`src/design/rpc_defines.svh`:
```
`ifndef RPC_DEFINES_SVH
`define RPC_DEFINES_SVH

// ****************************************
// Command byte codes
// ****************************************
`define RPC_CMD_AUI_DIS_PRI 8'h2F
`define RPC_CMD_AUI_DIS_SEC 8'h2E
`define RPC_CMD_AUI_EN_PRI 8'h3F
`define RPC_CMD_AUI_EN_SEC 8'h3E
// Upper five bits of the per-port commands
`define RPC_OP_TP_DIS 5'h04
`define RPC_OP_TP_EN 5'h06
`define RPC_OP_LT_DIS 5'h08
`define RPC_OP_LT_EN 5'h0A
`define RPC_OP_LP_DIS 5'h09
`define RPC_OP_LP_EN 5'h0B
`define RPC_OP_POL_DIS 5'h0C
`define RPC_OP_POL_EN 5'h0E
`define RPC_OP_EXT_DIS 5'h0D
`define RPC_OP_EXT_EN 5'h0F
// Upper nibble of the LED override commands
`define RPC_OP_LED_OFF 4'h9
`define RPC_OP_LED_ON 4'hB

// ****************************************
// LED selector codes and LED indices
// ****************************************
`define RPC_SEL_AUI_PRI 4'h8
`define RPC_SEL_AUI_SEC 4'h9
`define RPC_SEL_AUI_ALL 4'hA
`define RPC_SEL_TP_ALL 4'hB
`define RPC_SEL_PORT_ALL 4'hC
`define RPC_SEL_GLB_PRI 4'hD
`define RPC_SEL_GLB_SEC 4'hE
`define RPC_SEL_GLB_ALL 4'hF
`define RPC_LED_AUI 4
`define RPC_LED_GLB 5

// ****************************************
// Reset values
// ****************************************
`define RPC_RST_TP_EN 4'hF
`define RPC_RST_LT_EN 4'hF
`define RPC_RST_LP_EN 4'hF
`define RPC_RST_EXT 4'h0
`define RPC_RST_OVR 6'h00

// ****************************************
// Blink timing
// ****************************************
`define RPC_CLK_KHZ 25000
`define RPC_BLINK_FAST_MS 512
`define RPC_BLINK_SLOW_MS 1560
`define RPC_BLINK_OFF 2'h0
`define RPC_BLINK_FAST 2'h1
`define RPC_BLINK_SLOW 2'h2
`define RPC_BLINK_SOLID 2'h3

`endif

```
`src/design/rpc_pkg.sv`:
```
package rpc_pkg;

    typedef struct packed {
        logic valid;
        logic [7:0] code;
    } rpc_cmd_t;

    typedef struct packed {
        logic [3:0] enable;
        logic [3:0] link_test_en;
        logic [3:0] link_pulse_en;
        logic [3:0] pol_auto_en;
        logic [3:0] ext_dist;
    } rpc_tp_cfg_t;

    typedef logic [5:0][7:0] rpc_led_attr_t;

endpackage : rpc_pkg

```
`src/design/rpc_port_config.sv`:
```
`timescale 1ns/1ps
`include "rpc_defines.svh"
module rpc_port_config #(
    parameter int unsigned BLINK_FAST_HALF = `RPC_BLINK_FAST_MS * `RPC_CLK_KHZ / 2,
    parameter int unsigned BLINK_SLOW_HALF = `RPC_BLINK_SLOW_MS * `RPC_CLK_KHZ / 2
) (
    input wire logic clk_in,                                  // 25 MHz clock
    input wire logic sys_rst_in,                              // Synchronous reset, high
    input wire logic serial_cmd_in,                           // Serial input level, strap
    input wire logic is_secondary_in,                         // High: secondary device
    input wire rpc_pkg::rpc_cmd_t cmd_in,                     // Decoded command byte
    input wire logic [3:0] link_raw_pass_in,                  // Link test result per port
    input wire logic [1:0] blink_rate_in,                     // Last issued blink rate
    input wire logic [2:0] led_display_config_inputs,         // LED content select
    input wire rpc_pkg::rpc_led_attr_t led_attr_in,           // Candidate LED attributes
    output logic aui_enable_out,                              // AUI port enabled
    output logic aui_part_idle_out,                           // AUI partition to idle
    output rpc_pkg::rpc_tp_cfg_t tp_cfg_out,                  // Twisted-pair port settings
    output logic [3:0] tp_part_idle_out,                      // Port partition to idle
    output logic [3:0] link_pass_out,                         // Reported link status
    output logic [5:0] led_override_out,                      // LEDs under override
    output logic [5:0] led_n_out                              // LED drivers, low lit
);

    // ****************************************
    // Decode helpers
    // ****************************************
    function automatic logic port_hit(input logic [2:0] fld, input logic sec,
                                      input int idx);
        port_hit = (fld[2] == ~sec) && (fld[1:0] == idx[1:0]);
    endfunction : port_hit

    function automatic logic led_hit(input logic [3:0] sel, input logic sec,
                                     input int idx);
        logic tp;
        tp = (idx < `RPC_LED_AUI);
        case (sel)
            `RPC_SEL_AUI_PRI: led_hit = (idx == `RPC_LED_AUI) && !sec;
            `RPC_SEL_AUI_SEC: led_hit = (idx == `RPC_LED_AUI) && sec;
            `RPC_SEL_AUI_ALL: led_hit = (idx == `RPC_LED_AUI);
            `RPC_SEL_TP_ALL: led_hit = tp;
            `RPC_SEL_PORT_ALL: led_hit = tp || (idx == `RPC_LED_AUI);
            `RPC_SEL_GLB_PRI: led_hit = (idx == `RPC_LED_GLB) && !sec;
            `RPC_SEL_GLB_SEC: led_hit = (idx == `RPC_LED_GLB) && sec;
            `RPC_SEL_GLB_ALL: led_hit = (idx == `RPC_LED_GLB);
            default: led_hit = tp && port_hit(sel[2:0], sec, idx);
        endcase
    endfunction : led_hit

    // ****************************************
    // Port configuration state
    // ****************************************
    logic aui_en_q, aui_en_d, aui_idle_q, aui_idle_d;
    logic [3:0] tp_en_q, tp_en_d, lt_q, lt_d, lp_q, lp_d, pol_q, pol_d, ext_q, ext_d;
    logic [3:0] tp_idle_q, tp_idle_d, pass_q, pass_d;
    logic [4:0] op;

    assign op = cmd_in.code[7:3];

    always_comb begin
        aui_en_d = aui_en_q;
        aui_idle_d = 1'b0;
        tp_en_d = tp_en_q;
        tp_idle_d = 4'h0;
        lt_d = lt_q;
        lp_d = lp_q;
        pol_d = pol_q;
        ext_d = ext_q;
        if (cmd_in.valid) begin
            if ((cmd_in.code == `RPC_CMD_AUI_DIS_SEC && is_secondary_in) ||
                (cmd_in.code == `RPC_CMD_AUI_DIS_PRI && !is_secondary_in)) begin
                aui_en_d = 1'b0;
                aui_idle_d = 1'b1;
            end
            if ((cmd_in.code == `RPC_CMD_AUI_EN_SEC && is_secondary_in) ||
                (cmd_in.code == `RPC_CMD_AUI_EN_PRI && !is_secondary_in)) begin
                aui_en_d = 1'b1;
            end
            for (int i = 0; i < 4; i++) begin
                if (port_hit(cmd_in.code[2:0], is_secondary_in, i)) begin
                    case (op)
                        `RPC_OP_TP_DIS: begin
                            tp_en_d[i] = 1'b0;
                            tp_idle_d[i] = 1'b1;
                        end
                        `RPC_OP_TP_EN: tp_en_d[i] = 1'b1;
                        `RPC_OP_LT_DIS: lt_d[i] = 1'b0;
                        `RPC_OP_LT_EN: lt_d[i] = 1'b1;
                        `RPC_OP_LP_DIS: lp_d[i] = 1'b0;
                        `RPC_OP_LP_EN: lp_d[i] = 1'b1;
                        `RPC_OP_POL_DIS: pol_d[i] = 1'b0;
                        `RPC_OP_POL_EN: pol_d[i] = 1'b1;
                        `RPC_OP_EXT_DIS: ext_d[i] = 1'b0;
                        `RPC_OP_EXT_EN: ext_d[i] = 1'b1;
                        default: ;
                    endcase
                end
            end
        end
        pass_d = link_raw_pass_in | ~lt_q;
    end

    always_ff @(posedge clk_in) begin
        if (sys_rst_in) begin
            aui_en_q <= 1'b1;
            aui_idle_q <= 1'b0;
            tp_en_q <= `RPC_RST_TP_EN;
            tp_idle_q <= 4'h0;
            lt_q <= `RPC_RST_LT_EN;
            lp_q <= `RPC_RST_LP_EN;
            pol_q <= {4{~serial_cmd_in}};
            ext_q <= `RPC_RST_EXT;
            pass_q <= 4'h0;
        end else begin
            aui_en_q <= aui_en_d;
            aui_idle_q <= aui_idle_d;
            tp_en_q <= tp_en_d;
            tp_idle_q <= tp_idle_d;
            lt_q <= lt_d;
            lp_q <= lp_d;
            pol_q <= pol_d;
            ext_q <= ext_d;
            pass_q <= pass_d;
        end
    end

    // ****************************************
    // LED override and blink
    // ****************************************
    logic [5:0] ovr_q, ovr_d, led_q, led_d;
    logic [24:0] blink_cnt_q, blink_cnt_d, half;
    logic phase_q, phase_d, lit_ovr;

    always_comb begin
        ovr_d = ovr_q;
        if (cmd_in.valid) begin
            for (int i = 0; i < 6; i++) begin
                if (led_hit(cmd_in.code[3:0], is_secondary_in, i)) begin
                    if (cmd_in.code[7:4] == `RPC_OP_LED_OFF) begin
                        ovr_d[i] = 1'b0;
                    end
                    if (cmd_in.code[7:4] == `RPC_OP_LED_ON) begin
                        ovr_d[i] = 1'b1;
                    end
                end
            end
        end
        // Rate changes apply the new half period to the running count at once, without a restart
        half = (blink_rate_in == `RPC_BLINK_SLOW) ? 25'(BLINK_SLOW_HALF - 1)
                                                  : 25'(BLINK_FAST_HALF - 1);
        if (blink_cnt_q >= half) begin
            blink_cnt_d = 25'h0;
            phase_d = ~phase_q;
        end else begin
            blink_cnt_d = blink_cnt_q + 25'h1;
            phase_d = phase_q;
        end
        case (blink_rate_in)
            `RPC_BLINK_OFF: lit_ovr = 1'b0;
            `RPC_BLINK_SOLID: lit_ovr = 1'b1;
            default: lit_ovr = phase_q;
        endcase
        for (int i = 0; i < 6; i++) begin
            led_d[i] = ovr_q[i] ? ~lit_ovr : ~led_attr_in[i][led_display_config_inputs];
        end
    end

    always_ff @(posedge clk_in) begin
        if (sys_rst_in) begin
            ovr_q <= `RPC_RST_OVR;
            led_q <= 6'h3F;
            blink_cnt_q <= 25'h0;
            phase_q <= 1'b0;
        end else begin
            ovr_q <= ovr_d;
            led_q <= led_d;
            blink_cnt_q <= blink_cnt_d;
            phase_q <= phase_d;
        end
    end

    assign aui_enable_out = aui_en_q;
    assign aui_part_idle_out = aui_idle_q;
    assign tp_cfg_out = '{enable: tp_en_q, link_test_en: lt_q, link_pulse_en: lp_q,
                          pol_auto_en: pol_q, ext_dist: ext_q};
    assign tp_part_idle_out = tp_idle_q;
    assign link_pass_out = pass_q;
    assign led_override_out = ovr_q;
    assign led_n_out = led_q;
endmodule : rpc_port_config

```
`config.mk`:
```
export PLATFORM = sky130hd
export DESIGN_NAME = rpc_port_config
export DESIGN_NICKNAME = d
export VERILOG_FILES = /design/src/design/rpc_pkg.sv /design/src/design/rpc_port_config.sv
export VERILOG_INCLUDE_DIRS = /design/src /design/src/design
export SDC_FILE = /design/constraint.sdc
export NUM_CORES = 1
export LEC_CHECK = 0
export BUFFER_PORTS_ARGS = -buffer_cell sky130_fd_sc_hd__buf_2
export CAP_MARGIN = 20
export CELL_PAD_IN_SITES_DETAIL_PLACEMENT = 2
export CELL_PAD_IN_SITES_GLOBAL_PLACEMENT = 2
export CORE_MARGIN = 5
export CORE_UTILIZATION = 27
export DETAILED_ROUTE_END_ITERATION = 7
export PLACE_DENSITY = 0.83
export SKIP_LAST_GASP = 1
export SYNTH_ARGS = -nofsm -noshare
export SYNTH_HDL_FRONTEND = slang
export SYNTH_SLANG_ARGS = --single-unit
```
`constraint.sdc`:
```
create_clock -name clk_in -period 2.1 [get_ports clk_in]
set_input_delay 0.105 -clock clk_in [delete_from_list [all_inputs] [get_ports clk_in]]
set_output_delay 0.105 -clock clk_in [all_outputs]
set_load 0.03 [all_outputs]
```
After elaboration in Yosys (flattened, before gate mapping)
Index checks and enable logic that the tools add are counted.
W data, S select, Z words.
{ "word_totals": {"regBits": 68, "inputBits": 70, "wordCells": 196} }
{ "classes": {"n_addsub": 1, "n_lt_le_gt_ge": 2, "n_eq_ne": 30, "muxes": 49, "n_bitwise": 17, "n_reduce_logical": 61} }
{ "op_table": {"columns": ["op", "count"], "rows": [
  ["$reduce_and A3 Y1", 26],
  ["$eq A4 B4 Y1 const B", 10],
  ["$eq A5 B4 Y1 const B", 8],
  ["$eq A8 B6 Y1 const B", 4],
  ["$mux W1", 28],
  ["$add A25 B1 Y25 const B", 1],
  ["$ge A25 B25 Y1", 1],
  ["$mux W25", 1],
  ["$reduce_bool A2 Y1", 11],
  ["$pmux W1 S2", 10],
  ["$bmux W1 S3", 6],
  ["$not A1 Y1", 15],
  ["$reduce_or A3 Y1", 4],
  ["$eq A5 B3 Y1 const B", 2],
  ["$eq A2 B2 Y1 const B", 4],
  ["$logic_and A1 B1 Y1", 8],
  ["$mux W4", 2],
  ["$reduce_or A2 Y1", 4],
  ["$pmux W1 S3", 2],
  ["$reduce_or A6 Y1", 1],
  ["$logic_not A2 Y1", 2],
  ["$lt A3 B4 Y1 const B", 1],
  ["$not A4 Y4", 1],
  ["$or A4 B4 Y4", 1],
  ["other kinds (6)", 7]
]} }

Longest topological paths before layout
{ "logic_depth": {"word_depth": 6, "mapped_depth": 12} }

Least setup slack after synthesis
Ideal clock, no wire load.
{ "synth_timing": {"path_kind": "input port to flip-flop", "from": "input port blink_rate_in[0]", "to": "register blink_cnt_q[22]", "setup_time_ns": 0.062, "t_arrival_ns": 2.119, "path_slack_ns": -0.081, "stages": 11, "path_cell_list": "inv_1 ha_1 inv_1 ha_1 a211o_1 a311oi_1 a21oi_1 or3_1 buf_6 buf_12 nor2_2"} }
{ "synth_via": {"elab_chain_len": 4} }
{ "synth_lines": {"columns": ["item", "line", "source"], "rows": [
  ["from (decl)", "rpc_port_config.sv:13", "input wire logic [1:0] blink_rate_in,"],
  ["$eq A2 B2 Y1 (no line)", null, null],
  ["$mux W25", "rpc_port_config.sv:149", "half = (blink_rate_in == `RPC_BLINK_SLOW) ? 25'(BLINK_SLOW_HALF - 1)"],
  ["$ge A25 B25 Y1", "rpc_port_config.sv:151", "if (blink_cnt_q >= half) begin"],
  ["$reduce_or A2 Y1 (no line)", null, null],
  ["to (signal assigned)", "rpc_port_config.sv:177", "blink_cnt_q <= blink_cnt_d;"],
  ["to (decl)", "rpc_port_config.sv:131", "logic [24:0] blink_cnt_q, blink_cnt_d, half;"]
]} }
No other way between the ends.
A chain may end at the register's enable or synchronous reset.

Final worst setup path
{ "layout_timing": {"from": "register blink_cnt_q[0]", "to": "register blink_cnt_q[20]"} }
{ "layout_via": {"elab_chain_len": 2} }
{ "layout_lines": {"columns": ["item", "line"], "rows": [
  ["$ge A25 B25 Y1", "rpc_port_config.sv:151"],
  ["$reduce_or A2 Y1 (no line)", null]
]} }
Parallel ways exist; a longest one is shown, timed or not.

==> metrics.cfg <==
[outcome]
status=completed

[worst_setup_path]
crit_arrival_ps=2160
path_delay_family=simple AND/OR/NAND/NOR gates
r2r-end=blink_cnt_q[20]$_SDFF_PP0_
rr_worst_depth=8
crit_buf_inv=1
worstPathRequired_ps=2320
r2r-start=blink_cnt_q[0]$_SDFF_PP0_
critPathKind=reg -> reg
critPathCaptureType=flip-flop
cp-start-kind=flip-flop
reg2reg_setup_slack_ps=160
worstSetupStartpoint=blink_cnt_q[0]$_SDFF_PP0_
cp_max_fo=8
cp_cell_sequence=ha_1 -> and3_1 -> nand4_1 -> nor2_1 -> buf_4 -> nand3_1 -> xor2_1 -> nor2_4
max_stage_delay_ps=420
cp_slowest_cell=dfxtp_1

[sta]
final.setup_skew_ps=5.477
slew_headroom=0.5054
min_period_ps=1943
fmax_mhz=514.6
fin_tns_setup_ps=0
drv_slew=0
rsz0062_at_grt=no
hold_viol_final=0
setup_viol=0
setup_ws_ps=156.9
tightest_slew_ps=739.9
finalCritPeriodShare=0.9253

[layout]
n_fill_cell=1446
drive_above_1_share=0.3502
syn_to_final_growth_pct=31.95
fin_cells=666
antenna_cells=0
fin_nets=566

[placed_design]
dp_hpwl_microns=9237
io_buffers=111
place_ws_ps=-215.2
place.gp.congestion=0.8021
numPlacedInstances=649

[drt]
dr.first_iter.drc_count=111
drc_errors=0
firstDrtPassIters=4
routed_wl_microns=11870
post_drt_wl_per_cell_microns=17.82
vias=3286
ant_nets=0
vias_per_cell=4.934

[cts]
numCtsBuffers=9
ctsRootBufferMaster=clkbuf_16
clk_pin_slew_worst_paths_ps=60
cts_hold_buffers=0
h-tree-depth=3
cts_tree=built
clkSinkCount=68
clkLatencyLatePin_ps=330
clk_path_buf_depth=2

[floorplan]
rows=41
start_util=0.2776
dieArea_sq_um=15470
die_h_microns=124.4
io_pins=112
die_w_microns=124.4
core-area_sq_um=12720

[global_routing]
grt_pass1_wl_microns=19150
globalRoute.totalOverflow=0
grt_max_degree=25
antenna_found_initial=0
grt_pass1_vias=3758
grt_usage=0.1524

[yosys]
yosys_warnings=0
ys.flop_type=dfxtp_1
synth_edf_count=4
synth.top_cell.area_share=0.3627
netlist_instances=375
synth_area_sq_um=3532
yosysTopAreaCell=dfxtp_1
synth_area_leaders=dfxtp_1 (36%), mux4_2 (7.7%), xor2_1 (4.5%)
synthDistinctLibCells=52
synth_area_per_cell_sq_um=9.419
synth-seq-area-share=0.3967
syn_nets=452
async_flop_share=0
synth-seq-cells=68

[flow_run]
cap_viol_max_count=0

[worst_hold_path]
min_path_cells=3
hold_start=link_raw_pass_in[1]
hold_end=link_pass_out[1]$_SDFF_PP0_
holdCritPathClass=in -> reg

[power]
cellLeakagePower_nw=1.897
p_per_area_nw_per_um2=712.6
ir_drop_mv=0.3187

where the power goes:
part	switching (mW)	total, mW	internal, mW
clock network	0.561	1.60	1.04
registers	0.0121	1.34	1.33
logic	0.216	0.382	0.166
final cells by class:
cell class                      count  area [sq um]  share of cell area
Timing Repair Buffer              127         686.9              0.1474
Inverter                           10         37.54            0.008054
Clock inverter                      5         77.57             0.01664
Sequential cell                    68          1403              0.3009
Tap cell                          172         215.2             0.04617
Clock buffer                       11         232.7             0.04993
Multi-Input combinational cell    273          2008              0.4309
sequential cells by signal, indices dropped and copies added, names as in the netlist:
| name | cells |
|---|---|
| aui_enable_out | 1 |
| aui_part_idle_out | 1 |
| blink_cnt_q | 25 |
| ext_q | 4 |
| led_n_out | 6 |
| led_override_out | 6 |
| link_pass_out | 4 |
| lp_q | 4 |
| lt_q | 4 |
| phase_q | 1 |
| pol_q | 4 |
| tp_en_q | 4 |
| tp_part_idle_out | 4 |
layout by cell type, fill, tap and decap left out, types with 3 or more instances in the layout:
| cell | instances |
|---|---|
| a211oi_1 | 6 |
| a21oi_1 | 11 |
| nor2b_1 | 11 |
| mux4_2 | 12 |
| dfxtp_1 | 63 |
| and3_1 | 6 |
| clkbuf_16 | 9 |
| nand4_1 | 7 |
| o21ai_0 | 10 |
| nor3_1 | 10 |
| buf_2 | 111 |
| nor2_2 | 5 |
| nand2_1 | 30 |
| a21boi_0 | 8 |
| xnor2_1 | 9 |
| and2_1 | 3 |
| nand3_1 | 20 |
| nor2_4 | 5 |
| mux2i_1 | 10 |
| nand3b_1 | 5 |
| nor2_1 | 36 |
| a211o_1 | 7 |
| buf_4 | 14 |
| a311o_1 | 8 |
| o21bai_1 | 5 |
| xor2_1 | 18 |
| edfxtp_1 | 4 |
| ha_1 | 5 |
| inv_1 | 10 |
metal layers:
metal  up-vias  global-route usage  wire length (microns)
li1       1563                   -                      -
met1      1618              0.1704                   4992
met2        91              0.2786                   6020
met3        14             0.03859                    654
met4         0             0.05351                    204
met5         -                   0                      0
logic make-up (layout without fill, tap and decap cells):
logic type,Yosys count,in the layout,synth area share
buf+inv,34,153,0.04605
fa+ha+maj,7,7,0.02480
xor+xnor,27,27,0.06695
compound gates,64,64,0.1289
simple gates,152,152,0.2285
flops,68,68,0.3967
mux,23,23,0.1080
worst reg2reg max path, cell delays in order, from the launching register on:
cell,delay (ps)
dfxtp_1,420
ha_1,270
and3_1,230
nand4_1,150
nor2_1,120
buf_4,180
nand3_1,110
xor2_1,310
nor2_4,40
worst max path at each step:
stage / end / slack (ps) / cells past startpoint
floorplan: blink_cnt_q[22]$_SDFF_PP0_ / 7 / 11
global placement: blink_cnt_q[24]$_SDFF_PP0_ / -30 / 11
detailed placement: blink_cnt_q[9]$_SDFF_PP0_ / -220 / 11
CTS: blink_cnt_q[9]$_SDFF_PP0_ / 40 / 7
global route: blink_cnt_q[20]$_SDFF_PP0_ / 8 / 8
finish: blink_cnt_q[20]$_SDFF_PP0_ / 160 / 8
Yosys cell counts, types with 6 or more instances:
master / number
inv_1: 10
a211o_1: 7
and3_1: 6
nor3_1: 10
nor2_1: 36
a211oi_1: 6
clkbuf_1: 17
ha_1: 7
nand2_1: 30
a21oi_1: 12
nor2b_1: 11
mux2i_1: 10
xor2_1: 18
a311o_1: 8
mux4_2: 12
dfxtp_1: 64
o21ai_0: 10
nand3_1: 20
nand4_1: 7
xnor2_1: 9
a21boi_0: 8
stage by stage:
stage	hold WS [ps]	power (mW)	instance area [sq um]	util
2_1_floorplan	239.0	1.604	3545	-
3_3_place_gp	349.2	1.733	4303	0.3382
3_5_place_dp	355.7	1.752	4303	0.3382
4_1_cts	8.963	3.358	4633	0.3642
5_1_grt	18.98	3.452	4661	0.3663
6_report	11.47	3.321	4661	0.3663
what timing repair did:
action | CTS | global route
pin swaps | 2 | 4
buffers inserted | 1 | 0
resized for setup | 3 | 5
endpoints found under the setup margin | 23 | 25
gates cloned | 0 | 0
Note: power is estimated with default switching activity, not from simulation.
